`config.mk`:
```
export PLATFORM = sky130hd
export DESIGN_NAME = tpsr_port_status
export DESIGN_NICKNAME = d
export VERILOG_FILES = /design/src/include/tpsr_pkg.sv /design/src/logic/tpsr_field_cond.sv /design/src/logic/tpsr_port_status.sv
export SDC_FILE = /design/constraint.sdc
export NUM_CORES = 1
export LEC_CHECK = 0
export BUFFER_PORTS_ARGS = -buffer_cell sky130_fd_sc_hd__buf_2
export CAP_MARGIN = 25
export CORE_ASPECT_RATIO = 1.1
export CORE_MARGIN = 10
export CORE_UTILIZATION = 50
export CTS_CLUSTER_DIAMETER = 30
export DETAILED_ROUTE_END_ITERATION = 6
export HOLD_SLACK_MARGIN = 0.1
export PLACE_DENSITY = 0.85
export REMOVE_ABC_BUFFERS = 1
export SLEW_MARGIN = 20
export SYNTH_ARGS = -nofsm -noshare
export SYNTH_HDL_FRONTEND = slang
export SYNTH_SLANG_ARGS = --single-unit
```
`constraint.sdc`:
```
create_clock -name i_mclk -period 4.09 [get_ports i_mclk]
set_input_delay 0.409 -clock i_mclk [delete_from_list [all_inputs] [get_ports i_mclk]]
set_output_delay 0.409 -clock i_mclk [all_outputs]
set_load 0.01 [all_outputs]
```
`src/include/tpsr_pkg.sv`:
```
// Shared constants and carriers for the port status register block.
package tpsr_pkg;

    // Register address of the port status register in the controller map.
    localparam logic [7:0] PORT_STATUS_ADDR = 8'h1a;
    // Register width in bits and in bytes.
    localparam int unsigned REG_BITS = 40;
    localparam int unsigned REG_BYTES = 5;
    // Reset value of the whole register: every field clears to zero.
    localparam logic [39:0] PORT_STATUS_RESET = 40'h00_0000_0000;

    // Field positions (least significant bit of each field).
    localparam int unsigned POS_SOC_ACK_TIMEOUT = 30;
    localparam int unsigned POS_SELF_TEST_ACTIVE = 27;
    localparam int unsigned POS_NON_PD_OPERATION = 24;
    localparam int unsigned POS_HOST_PRESENT = 22;
    localparam int unsigned POS_BUS_VOLTAGE_BAND = 20;
    localparam int unsigned POS_DATA_ROLE = 6;
    localparam int unsigned POS_POWER_ROLE = 5;
    localparam int unsigned POS_PLUG_ORIENT = 4;
    localparam int unsigned POS_CONN_STATE = 1;
    localparam int unsigned POS_PLUG_PRESENT = 0;

    // Time the port logic may take to settle on a non-PD verdict, in seconds.
    localparam int unsigned NON_PD_SETTLE_S = 10;

    // Non-PD operation encodings.
    localparam logic [1:0] NON_PD_NONE = 2'h0;
    localparam logic [1:0] NON_PD_SINK = 2'h1;
    localparam logic [1:0] NON_PD_SOURCE = 2'h2;
    localparam logic [1:0] NON_PD_SINK_DEAD_BATT = 2'h3;

    // Connection type encodings.
    localparam logic [2:0] CONN_NONE = 3'h0;
    localparam logic [2:0] CONN_DISABLED = 3'h1;
    localparam logic [2:0] CONN_AUDIO = 3'h2;
    localparam logic [2:0] CONN_DEBUG = 3'h3;
    localparam logic [2:0] CONN_RA_ONLY = 3'h4;
    localparam logic [2:0] CONN_RESERVED = 3'h5;
    localparam logic [2:0] CONN_NO_RA = 3'h6;
    localparam logic [2:0] CONN_WITH_RA = 3'h7;

    // Level conditions delivered by the port detection and policy logic.
    typedef struct packed {
        logic soc_ack_timeout;
        logic self_test_active;
        logic [1:0] non_pd_operation;
        logic [1:0] host_present;
        logic [1:0] bus_voltage_band;
        logic data_role;
        logic power_role;
        logic unattached;
        logic plug_orient;
        logic [2:0] conn_state;
        logic plug_present;
    } tpsr_status_s;

    // Host register access strobes and address.
    typedef struct packed {
        logic rd_start;
        logic rd_strobe;
        logic wr_strobe;
        logic [7:0] addr;
    } tpsr_access_s;

    // Read sequencer states.
    typedef enum logic [1:0] {
        RD_IDLE,
        RD_ACTIVE,
        RD_MISS
    } tpsr_rd_state_e;

endpackage

```
`src/logic/tpsr_field_cond.sv`:
```
// Conditions the raw port levels into the 40-bit register image.
module tpsr_field_cond (
    // Clock, reset and enable.
    input wire logic i_mclk,
    input wire logic i_reset,
    input wire logic i_ce,
    // Raw levels from the port logic.
    input wire tpsr_pkg::tpsr_status_s i_status,
    // Conditioned register image.
    output logic [39:0] o_image
);

    // Power role seen by software, held through unattached cycling.
    logic held_role;
    // Next held role.
    logic next_held_role;
    // Connection qualifier for the data role and orientation bits.
    wire connected = i_status.plug_present;
    // Combinational image before registering.
    logic [39:0] next_image;

    // hold power role
    // While the port cycles through unattached states the termination toggles; freezing the
    // role here keeps software from seeing that dither.
    assign next_held_role = i_status.unattached ? held_role : i_status.power_role;

    // Assemble the image; reserved positions stay zero.
    always_comb
    begin
        next_image = tpsr_pkg::PORT_STATUS_RESET;
        next_image[tpsr_pkg::POS_SOC_ACK_TIMEOUT] = i_status.soc_ack_timeout;
        next_image[tpsr_pkg::POS_SELF_TEST_ACTIVE] = i_status.self_test_active;
        next_image[tpsr_pkg::POS_NON_PD_OPERATION +: 2] = i_status.non_pd_operation;
        next_image[tpsr_pkg::POS_HOST_PRESENT +: 2] = i_status.host_present;
        next_image[tpsr_pkg::POS_BUS_VOLTAGE_BAND +: 2] = i_status.bus_voltage_band;
        next_image[tpsr_pkg::POS_DATA_ROLE] = connected & i_status.data_role;
        next_image[tpsr_pkg::POS_POWER_ROLE] = next_held_role;
        next_image[tpsr_pkg::POS_PLUG_ORIENT] = connected & i_status.plug_orient;
        next_image[tpsr_pkg::POS_CONN_STATE +: 3] = i_status.conn_state;
        next_image[tpsr_pkg::POS_PLUG_PRESENT] = i_status.plug_present;
    end

    // Register the image and the held role.
    always_ff @(posedge i_mclk)
    begin
        if (i_reset)
        begin
            o_image <= tpsr_pkg::PORT_STATUS_RESET;
            held_role <= 1'b0;
        end
        else if (i_ce)
        begin
            o_image <= next_image;
            held_role <= next_held_role;
        end
    end

endmodule

```
`src/logic/tpsr_port_status.sv`:
```
module tpsr_port_status (
    // Clock, reset and enable.
    input wire logic i_mclk,
    input wire logic i_reset,
    input wire logic i_ce,
    // Raw status levels from the port logic on the same clock.
    input wire tpsr_pkg::tpsr_status_s i_status,
    // Host register access.
    input wire tpsr_pkg::tpsr_access_s i_access,
    // Read answer.
    output logic [7:0] o_rd_data,
    output logic o_rd_valid,
    output logic o_rd_hit,
    // Write answer.
    output logic o_wr_ignored,
    // Live image for local observers.
    output logic [39:0] o_live
);

    // Conditioned live image from the field stage.
    logic [39:0] live_image;
    // Frozen image served during one host read.
    logic [39:0] snapshot;
    // Byte pointer within the snapshot, least significant byte first.
    logic [2:0] byte_ptr;
    // Read sequencer state.
    tpsr_pkg::tpsr_rd_state_e rd_state;
    // Next state of the read sequencer.
    tpsr_pkg::tpsr_rd_state_e next_rd_state;
    // Registered read answer and flags.
    logic [7:0] rd_data;
    logic rd_valid;
    logic rd_hit;
    logic wr_ignored;

    // Address decode for this register.
    wire addr_match = (i_access.addr == tpsr_pkg::PORT_STATUS_ADDR);
    // A read that begins at our address.
    wire start_hit = i_access.rd_start & addr_match;
    // A read that begins elsewhere in the map.
    wire start_miss = i_access.rd_start & ~addr_match;
    // Byte strobe while a read of this register is open.
    wire byte_take = i_access.rd_strobe & (rd_state == tpsr_pkg::RD_ACTIVE);
    // Byte pointer still within the register.
    wire ptr_in_range = (byte_ptr < 3'(tpsr_pkg::REG_BYTES));
    // Selected byte of the snapshot.
    wire [7:0] sel_byte = ptr_in_range ? snapshot[{byte_ptr, 3'h0} +: 8] : 8'h00;
    // Write aimed at this register.
    wire write_hit = i_access.wr_strobe & addr_match;

    // The field stage owns encoding, qualification and role hold.
    tpsr_field_cond u_field_cond (
        .i_mclk(i_mclk),
        .i_reset(i_reset),
        .i_ce(i_ce),
        .i_status(i_status),
        .o_image(live_image)
    );

    // Read sequencer: a start opens a read, a new start reopens it.
    always_comb
    begin
        next_rd_state = rd_state;
        case (rd_state)
            tpsr_pkg::RD_IDLE,
            tpsr_pkg::RD_ACTIVE,
            tpsr_pkg::RD_MISS:
            begin
                // A start always decides where the following bytes come from.
                if (start_hit)
                begin
                    next_rd_state = tpsr_pkg::RD_ACTIVE;
                end
                else if (start_miss)
                begin
                    next_rd_state = tpsr_pkg::RD_MISS;
                end
            end
            default:
            begin
                next_rd_state = tpsr_pkg::RD_IDLE;
            end
        endcase
    end

    // State register of the sequencer.
    always_ff @(posedge i_mclk)
    begin
        if (i_reset)
        begin
            rd_state <= tpsr_pkg::RD_IDLE;
        end
        else if (i_ce)
        begin
            rd_state <= next_rd_state;
        end
    end

    // Snapshot capture. Freezing at the start costs 40 flops but keeps the five bytes of one read
    // consistent when the port changes between byte reads.
    always_ff @(posedge i_mclk)
    begin
        if (i_reset)
        begin
            snapshot <= tpsr_pkg::PORT_STATUS_RESET;
        end
        else if (i_ce && start_hit)
        begin
            snapshot <= live_image;
        end
    end

    // Byte pointer: cleared by a start, stepped by each byte taken until it stops one past the last byte.
    always_ff @(posedge i_mclk)
    begin
        if (i_reset)
        begin
            byte_ptr <= 3'h0;
        end
        else if (i_ce)
        begin
            if (i_access.rd_start)
            begin
                byte_ptr <= 3'h0;
            end
            else if (byte_take && ptr_in_range)
            begin
                byte_ptr <= byte_ptr + 3'h1;
            end
        end
    end

    // Read answer. Bytes past the end and reads of other addresses return zero.
    always_ff @(posedge i_mclk)
    begin
        if (i_reset)
        begin
            rd_data <= 8'h00;
            rd_valid <= 1'b0;
            rd_hit <= 1'b0;
        end
        else if (i_ce)
        begin
            rd_data <= byte_take ? sel_byte : 8'h00;
            rd_valid <= i_access.rd_strobe;
            rd_hit <= byte_take;
        end
    end

    // Writes are accepted on the bus but change nothing here.
    always_ff @(posedge i_mclk)
    begin
        if (i_reset)
        begin
            wr_ignored <= 1'b0;
        end
        else if (i_ce)
        begin
            wr_ignored <= write_hit;
        end
    end

    // no interrupt path
    // Status changes only update the image; nothing here produces an event, so there is
    // deliberately no edge detection on any field.
    assign o_live = live_image;

    // non PD lag
    // The non-PD field is passed through as the policy logic reports it; its slow verdict
    // is that logic's concern and no timeout is imposed on it here.
    assign o_rd_data = rd_data;
    assign o_rd_valid = rd_valid;
    assign o_rd_hit = rd_hit;
    assign o_wr_ignored = wr_ignored;

endmodule

```
==> metrics.txt, run 1 <==
Fin. Hold Viols 0; core area just over 4000 um2; CP Launch Type primary input; hold_ws between 0.3 and 0.4 ns; Util after Layout 59.72%; cells on worst reg2reg path 3; CP Class in -> reg; share of cells above drive strength 1 23.40%; max_slew headroom approximately a third; distinct cell type count after synthesis 33; Fill cells between 300 and 400; R2R setup slack roughly 2.5 ns; Yosys reg bits between 40 and 50; Final setup viols 0; power consumption approximately 0.87 mW; clock root cell clkbuf_8; crit-path max FO 36; worst hold path depth 3; Die W 82.41 um; Min-Delay Endpoint u_field_cond.o_image[1]$_SDFFE_PP0P_; via count roughly 1700; critical path endpoint category flop; Avg Cell Area, Syn just over 9 um2; Max clock buf depth 2; max-cap viol count 0; WL/cell approximately 14 um; routability cong. 0.7458; pin count of the biggest net entering global routing 37; initial antenna violation count 0; antenna-violating nets left 0; status complete, no violations; fin crit share 52.58%; Worst EP arrival about 2.4 ns; RSZ-0062 raised after global routing false; I/O pin cnt 81; Detailed Place HPWL 3379 um; VDD IR-drop max about 0.24 mV; Highest Clock Rate between 0.4 and 0.5 GHz; Post-Route WL between 4000 and 5000 um; commonest non-fill, non-tap cell in the layout buf_2; worst reg2reg startpoint rd_state[1]$_SDFFE_PP0P_; H-tree depth 2; Worst Path Required 4.31 ns; CTS tree yes; Initial DRC Count 69; first-pass GRT wire length slightly below 7000 um; FP Rows 24; total track usage 12.16%; Hold-fix buffers, CTS 0; post-place instance area about 2300 um2; post-cts gate resize count 0; die area around 7300 um2; Largest stage delay, worst path 0.87 ns; leakage approximately 1.0 nW; slew of the pin with the lowest slew margin 0.9830 ns; drt drc 0; Port-buffer cells 55; Worst Skew about 0.0076 ns; Syn. warnings 0; final slew viol count 0; Slowest-stage cell, CP nor3_4; Hold Crit Class in -> reg; setup_tns 0 ns; Period minus WS final roughly 2.2 ns; CP cell instances buf_2 > nand2_1 > nor3_4 > mux2i_1; Initial Utilization 52.84%; Clock Latency Late Sink ~0.30 ns; Synth Instances roughly 240; vias in the first global route roughly 1500; post-route cell area about 2400 um2; die height between 80 and 90 um; clk slew on worst S/H paths 0.08 ns; Initial DRT Pass Iterations 4; FF-to-FF End o_rd_data[4]$_SDFFE_PP0P_; PwrDens 358.6 nW/um2; Area growth syn-to-layout 13.03%; commonest cells after routing, fill and taps aside buf_2, dfxtp_1, nand2_1, mux2i_1, conb_1; GR Overflow Total 0; setup bufs post-CTS 0; HP Start i_status[1]; clk sink count between 40 and 50; nets around 310; Ant. Diodes 0; CTS buffer count 5; Avg Vias per Cell 5.054; Post-Syn Area 2142 um2; sequential fraction of the synthesis area 42.99%
==> final cells by class <==
class | instances | area [um2] | area share, %
Multi-Input combinational cell | 171 | 1046 | 43.20
Inverter | 2 | 7.507 | 0.3101
Timing Repair Buffer | 55 | 275.3 | 11.37
Sequential cell | 46 | 920.9 | 38.04
Clock buffer | 7 | 76.32 | 3.152
Clock inverter | 1 | 30.03 | 1.240
Tap cell | 52 | 65.06 | 2.687
==> where the power goes <==
| part | internal, mW | switching [mW] | total, mW |
|---|---|---|---|
| Combinational | 0.0294 | 0.0468 | 0.0762 |
| Sequential | 0.457 | 0.00672 | 0.464 |
| Clock | 0.183 | 0.145 | 0.328 |
| Total | 0.669 | 0.199 | 0.868 |
==> per-stage QoR <==
step | setup WS, ns | instances
floorplan | 2.226 | 219
global placement | 1.702 | 326
detailed placement | 1.584 | 326
CTS | 1.910 | 334
global route | 1.768 | 334
finish | 1.939 | 334
==> state kept, by name, summed over array words and instances, names as in the netlist <==
| signal | flops |
|---|---|
| o_rd_valid | 1 |
| o_rd_data | 8 |
| o_rd_hit | 1 |
| byte_ptr | 3 |
| o_wr_ignored | 1 |
| u_field_cond.o_image | 15 |
| snapshot | 15 |
| rd_state | 2 |
==> critical path, delay by kind of cell <==
kind,cells,cell delay [ns]
simple gates,2,1.13
buf+inv,1,0.54
mux,1,0.29
==> logic make-up (layout without fill, tap and decap cells) <==
kind of cell             Yosys count  count (layout)  synth area share [%]
AO/OA/AOI/OAI                     27              27                 7.827
adder cells (fa/ha/maj)            1               1                0.5840
buffers and inverters             42              65                 12.38
flip-flops                        46              46                 42.99
multiplexers                      32              32                 14.95
other                              1              25                0.1751
AND/OR/NAND/NOR                   86              86                 21.09
==> synthesized netlist by cell type, drive strengths merged <==
master | instances | area (um2)
a21oi | 15 | 75.07
or4 | 3 | 22.52
nand4b | 3 | 26.28
nand4bb | 1 | 11.26
nand2 | 33 | 123.9
clkbuf | 8 | 30.03
ha | 1 | 12.51
nor2 | 16 | 60.06
and4b | 1 | 10.01
a211o | 3 | 26.28
buf | 32 | 227.7
nor2b | 2 | 12.51
and3 | 1 | 6.260
o211ai | 2 | 15.01
mux2i | 32 | 320.3
nor3 | 3 | 26.28
nand3 | 7 | 35.03
inv | 2 | 7.510
a2111oi | 1 | 8.760
dfxtp | 46 | 920.9
or3b | 3 | 26.28
o21ai | 3 | 15.01
conb | 1 | 3.750
or4b | 1 | 13.76
o21a | 1 | 7.510
a32o | 2 | 20.02
nand2b | 10 | 62.56
and4 | 1 | 8.760
nor4 | 1 | 6.260
==> per-layer routing <==
layer | vias up | share of wire [%] | track usage [%]
met5 | - | 0 | 0
met2 | 70 | 48 | 20.74
li1 | 842 | - | -
met1 | 771 | 37 | 12.42
met3 | 5 | 14 | 5.477
met4 | 0 | 1.6 | 5.573
==> worst max-delay path by stage <==
stage | to | cells past startpoint | start
final | snapshot[0]$_SDFFE_PP0P_ | 4 | i_ce
after global routing | snapshot[25]$_SDFFE_PP0P_ | 4 | i_ce
after CTS | snapshot[0]$_SDFFE_PP0P_ | 4 | i_ce
after detailed placement | snapshot[0]$_SDFFE_PP0P_ | 4 | i_ce
after global placement | snapshot[2]$_SDFFE_PP0P_ | 4 | i_ce
after floorplan | snapshot[0]$_SDFFE_PP0P_ | 3 | i_access[5]
Note: power is estimated with default switching activity, not from simulation.
==> run 2, diff against run 1 <==
CORE_UTILIZATION = 44   (was 50)
PLACE_DENSITY = 0.8   (was 0.85)
clock period = 1.9 ns   (was 4.09 ns; I/O delays follow)
==> run 2 against run 1 <==
Wire length is 0.17% higher. Clock power is 84% higher. Clock skew up 0.00056 ns. Clock-buffer cell count stayed put. Power grew 100%. Cell count rose by 3.0%. Utilization down 7.3 points. Die area is 10% higher.
==> metrics.txt, run 2 (same netlist as run 1, synthesis figures left out) <==
final slew viol count 0; total track usage 11.36%; clk slew on worst S/H paths 0.09 ns; WL/cell 13.50 um; max-cap viol count 0; CTS tree yes; slew of the pin with the lowest slew margin 0.5263 ns; fin crit share between 70% and 80%; vias in the first global route ~1700; routability cong. roughly 0.73; CP Class reg -> reg; Comb power frac about a tenth; Initial DRC Count ~110; proportion of power drawn by flip-flops and latches 56.3%; Avg Vias per Cell approximately 4.9; max_slew headroom roughly 65%; R2R setup slack roughly 0.40 ns; post-route cell area ~2500 um2; Int Pwr roughly 1.3 mW; dpl cells 336; Worst Path Required 2.12 ns; Hold-fix buffers, CTS 0; crit-path max FO 15; Setup crit end o_rd_data[0]$_SDFFE_PP0P_; post-place instance area around 2400 um2; critical path endpoint category flop; I/O pin cnt 81; FF-to-FF End o_rd_data[0]$_SDFFE_PP0P_; commonest cells after routing, fill and taps aside buf_2, dfxtp_1, nand2_1, mux2i_1, conb_1; Highest Clock Rate ~0.67 GHz; setup_tns 0 ns; via count between 1500 and 2000; Fin. Hold Viols 0; first-pass GRT wire length ~7600 um; CP Launch Type flop; Detailed Place HPWL between 3000 and 4000 um; Switching Share between 20 and 25%; Worst Skew just over 0.008 ns; pin count of the biggest net entering global routing 34; VDD IR-drop max 0.3840 mV; Worst EP arrival 1.72 ns; non-filler cells, final 344; clk sink count 46; Clock Latency Late Sink ~0.3 ns; Initial Utilization a little under half; Ant. Diodes 0; clock power share 34.1%; cells on worst reg2reg path 3; CTS buffer count 5; GR Overflow Total 0; share of cells above drive strength 1 25.35%; worst hold path depth 3; nets between 300 and 400; core area between 4000 and 5000 um2; RSZ-0062 raised after global routing false; H-tree depth 2; status complete, no violations; Die W between 80 and 90 um; Hold Crit Class in -> reg; Max clock buf depth 2; Initial DRT Pass Iterations 4; PwrDens 722.7 nW/um2; Post-Route WL between 4000 and 5000 um; commonest non-fill, non-tap cell in the layout buf_2; Area growth syn-to-layout 14.66%; antenna-violating nets left 0; FP Rows 26; initial antenna violation count 0; setup bufs post-CTS 0; drt drc 0; post-cts gate resize count 0; Period minus WS final between 1 and 1.5 ns; leakage 1.062 nW; worst reg2reg startpoint byte_ptr[1]$_SDFFE_PP0P_; Final setup viols 0; Sw Pwr 0.4294 mW; die height around 93 um; clock root cell clkbuf_8; Port-buffer cells 55; die area a little over 8000 um2; Critical Path Start byte_ptr[1]$_SDFFE_PP0P_
## run 2: metrics by stage
| stage | util (%) | hold slack, ns | total power [mW] | worst slack (ns) |
|---|---|---|---|---|
| floorplan | - | 0.2591 | 1.102 | 0.2550 |
| global placement | 50.48 | 0.4223 | 1.189 | 0.3729 |
| detailed placement | 50.48 | 0.4322 | 1.192 | 0.3074 |
| CTS | 52.43 | 0.1203 | 1.787 | 0.3913 |
| global route | 52.43 | 0.1185 | 1.858 | 0.2805 |
| finish | 52.43 | 0.1171 | 1.775 | 0.4030 |
## run 2: worst min-delay path by stage
stage | end | slack (ns) | from
2_1_floorplan | byte_ptr[0]$_SDFFE_PP0P_ | 0.26 | i_reset
3_3_place_gp | u_field_cond.o_image[24]$_SDFFE_PP0P_ | 0.42 | i_status[12]
3_5_place_dp | u_field_cond.o_image[3]$_SDFFE_PP0P_ | 0.43 | i_status[3]
4_1_cts | u_field_cond.o_image[21]$_SDFFE_PP0P_ | 0.12 | i_status[9]
5_1_grt | u_field_cond.o_image[5]$_SDFFE_PP0P_ | 0.12 | i_status[6]
6_report | u_field_cond.o_image[5]$_SDFFE_PP0P_ | 0.12 | i_status[6]
## run 2: cell type report
cell class	instances	area (um2)
clock buffers	7	86.33
clock inverters	1	5.005
fillers	460	2228
inverters	2	7.507
multi-input cells	171	1046
flip-flops and latches	46	920.9
well taps	56	70.07
repair buffers	61	320.3
## run 2: worst max-delay path, cell delays in order (launching register included)
cell and delay, ns:
dfxtp_1 0.48, or3b_2 0.50, a211o_1 0.30, a21oi_1 0.14
## run 2: power groups by stage
stage	combinational [mW]	clock [mW]	sequential (mW)
2_1_floorplan	0.0735	0	1.03
3_3_place_gp	0.167	0	1.02
3_5_place_dp	0.170	0	1.02
4_1_cts	0.170	0.617	1.00
5_1_grt	0.190	0.665	1.00
6_report	0.170	0.605	1.00
## run 2: routing by layer
layer  vias to the layer above  share of wire [%]  global-route usage, %
li1                        854                  -                      -
met4                         0                1.2                  3.784
met2                        58                 45                  18.90
met3                         5                9.7                  5.556
met1                       758                 44                  12.26
met5                         -                  0                      0
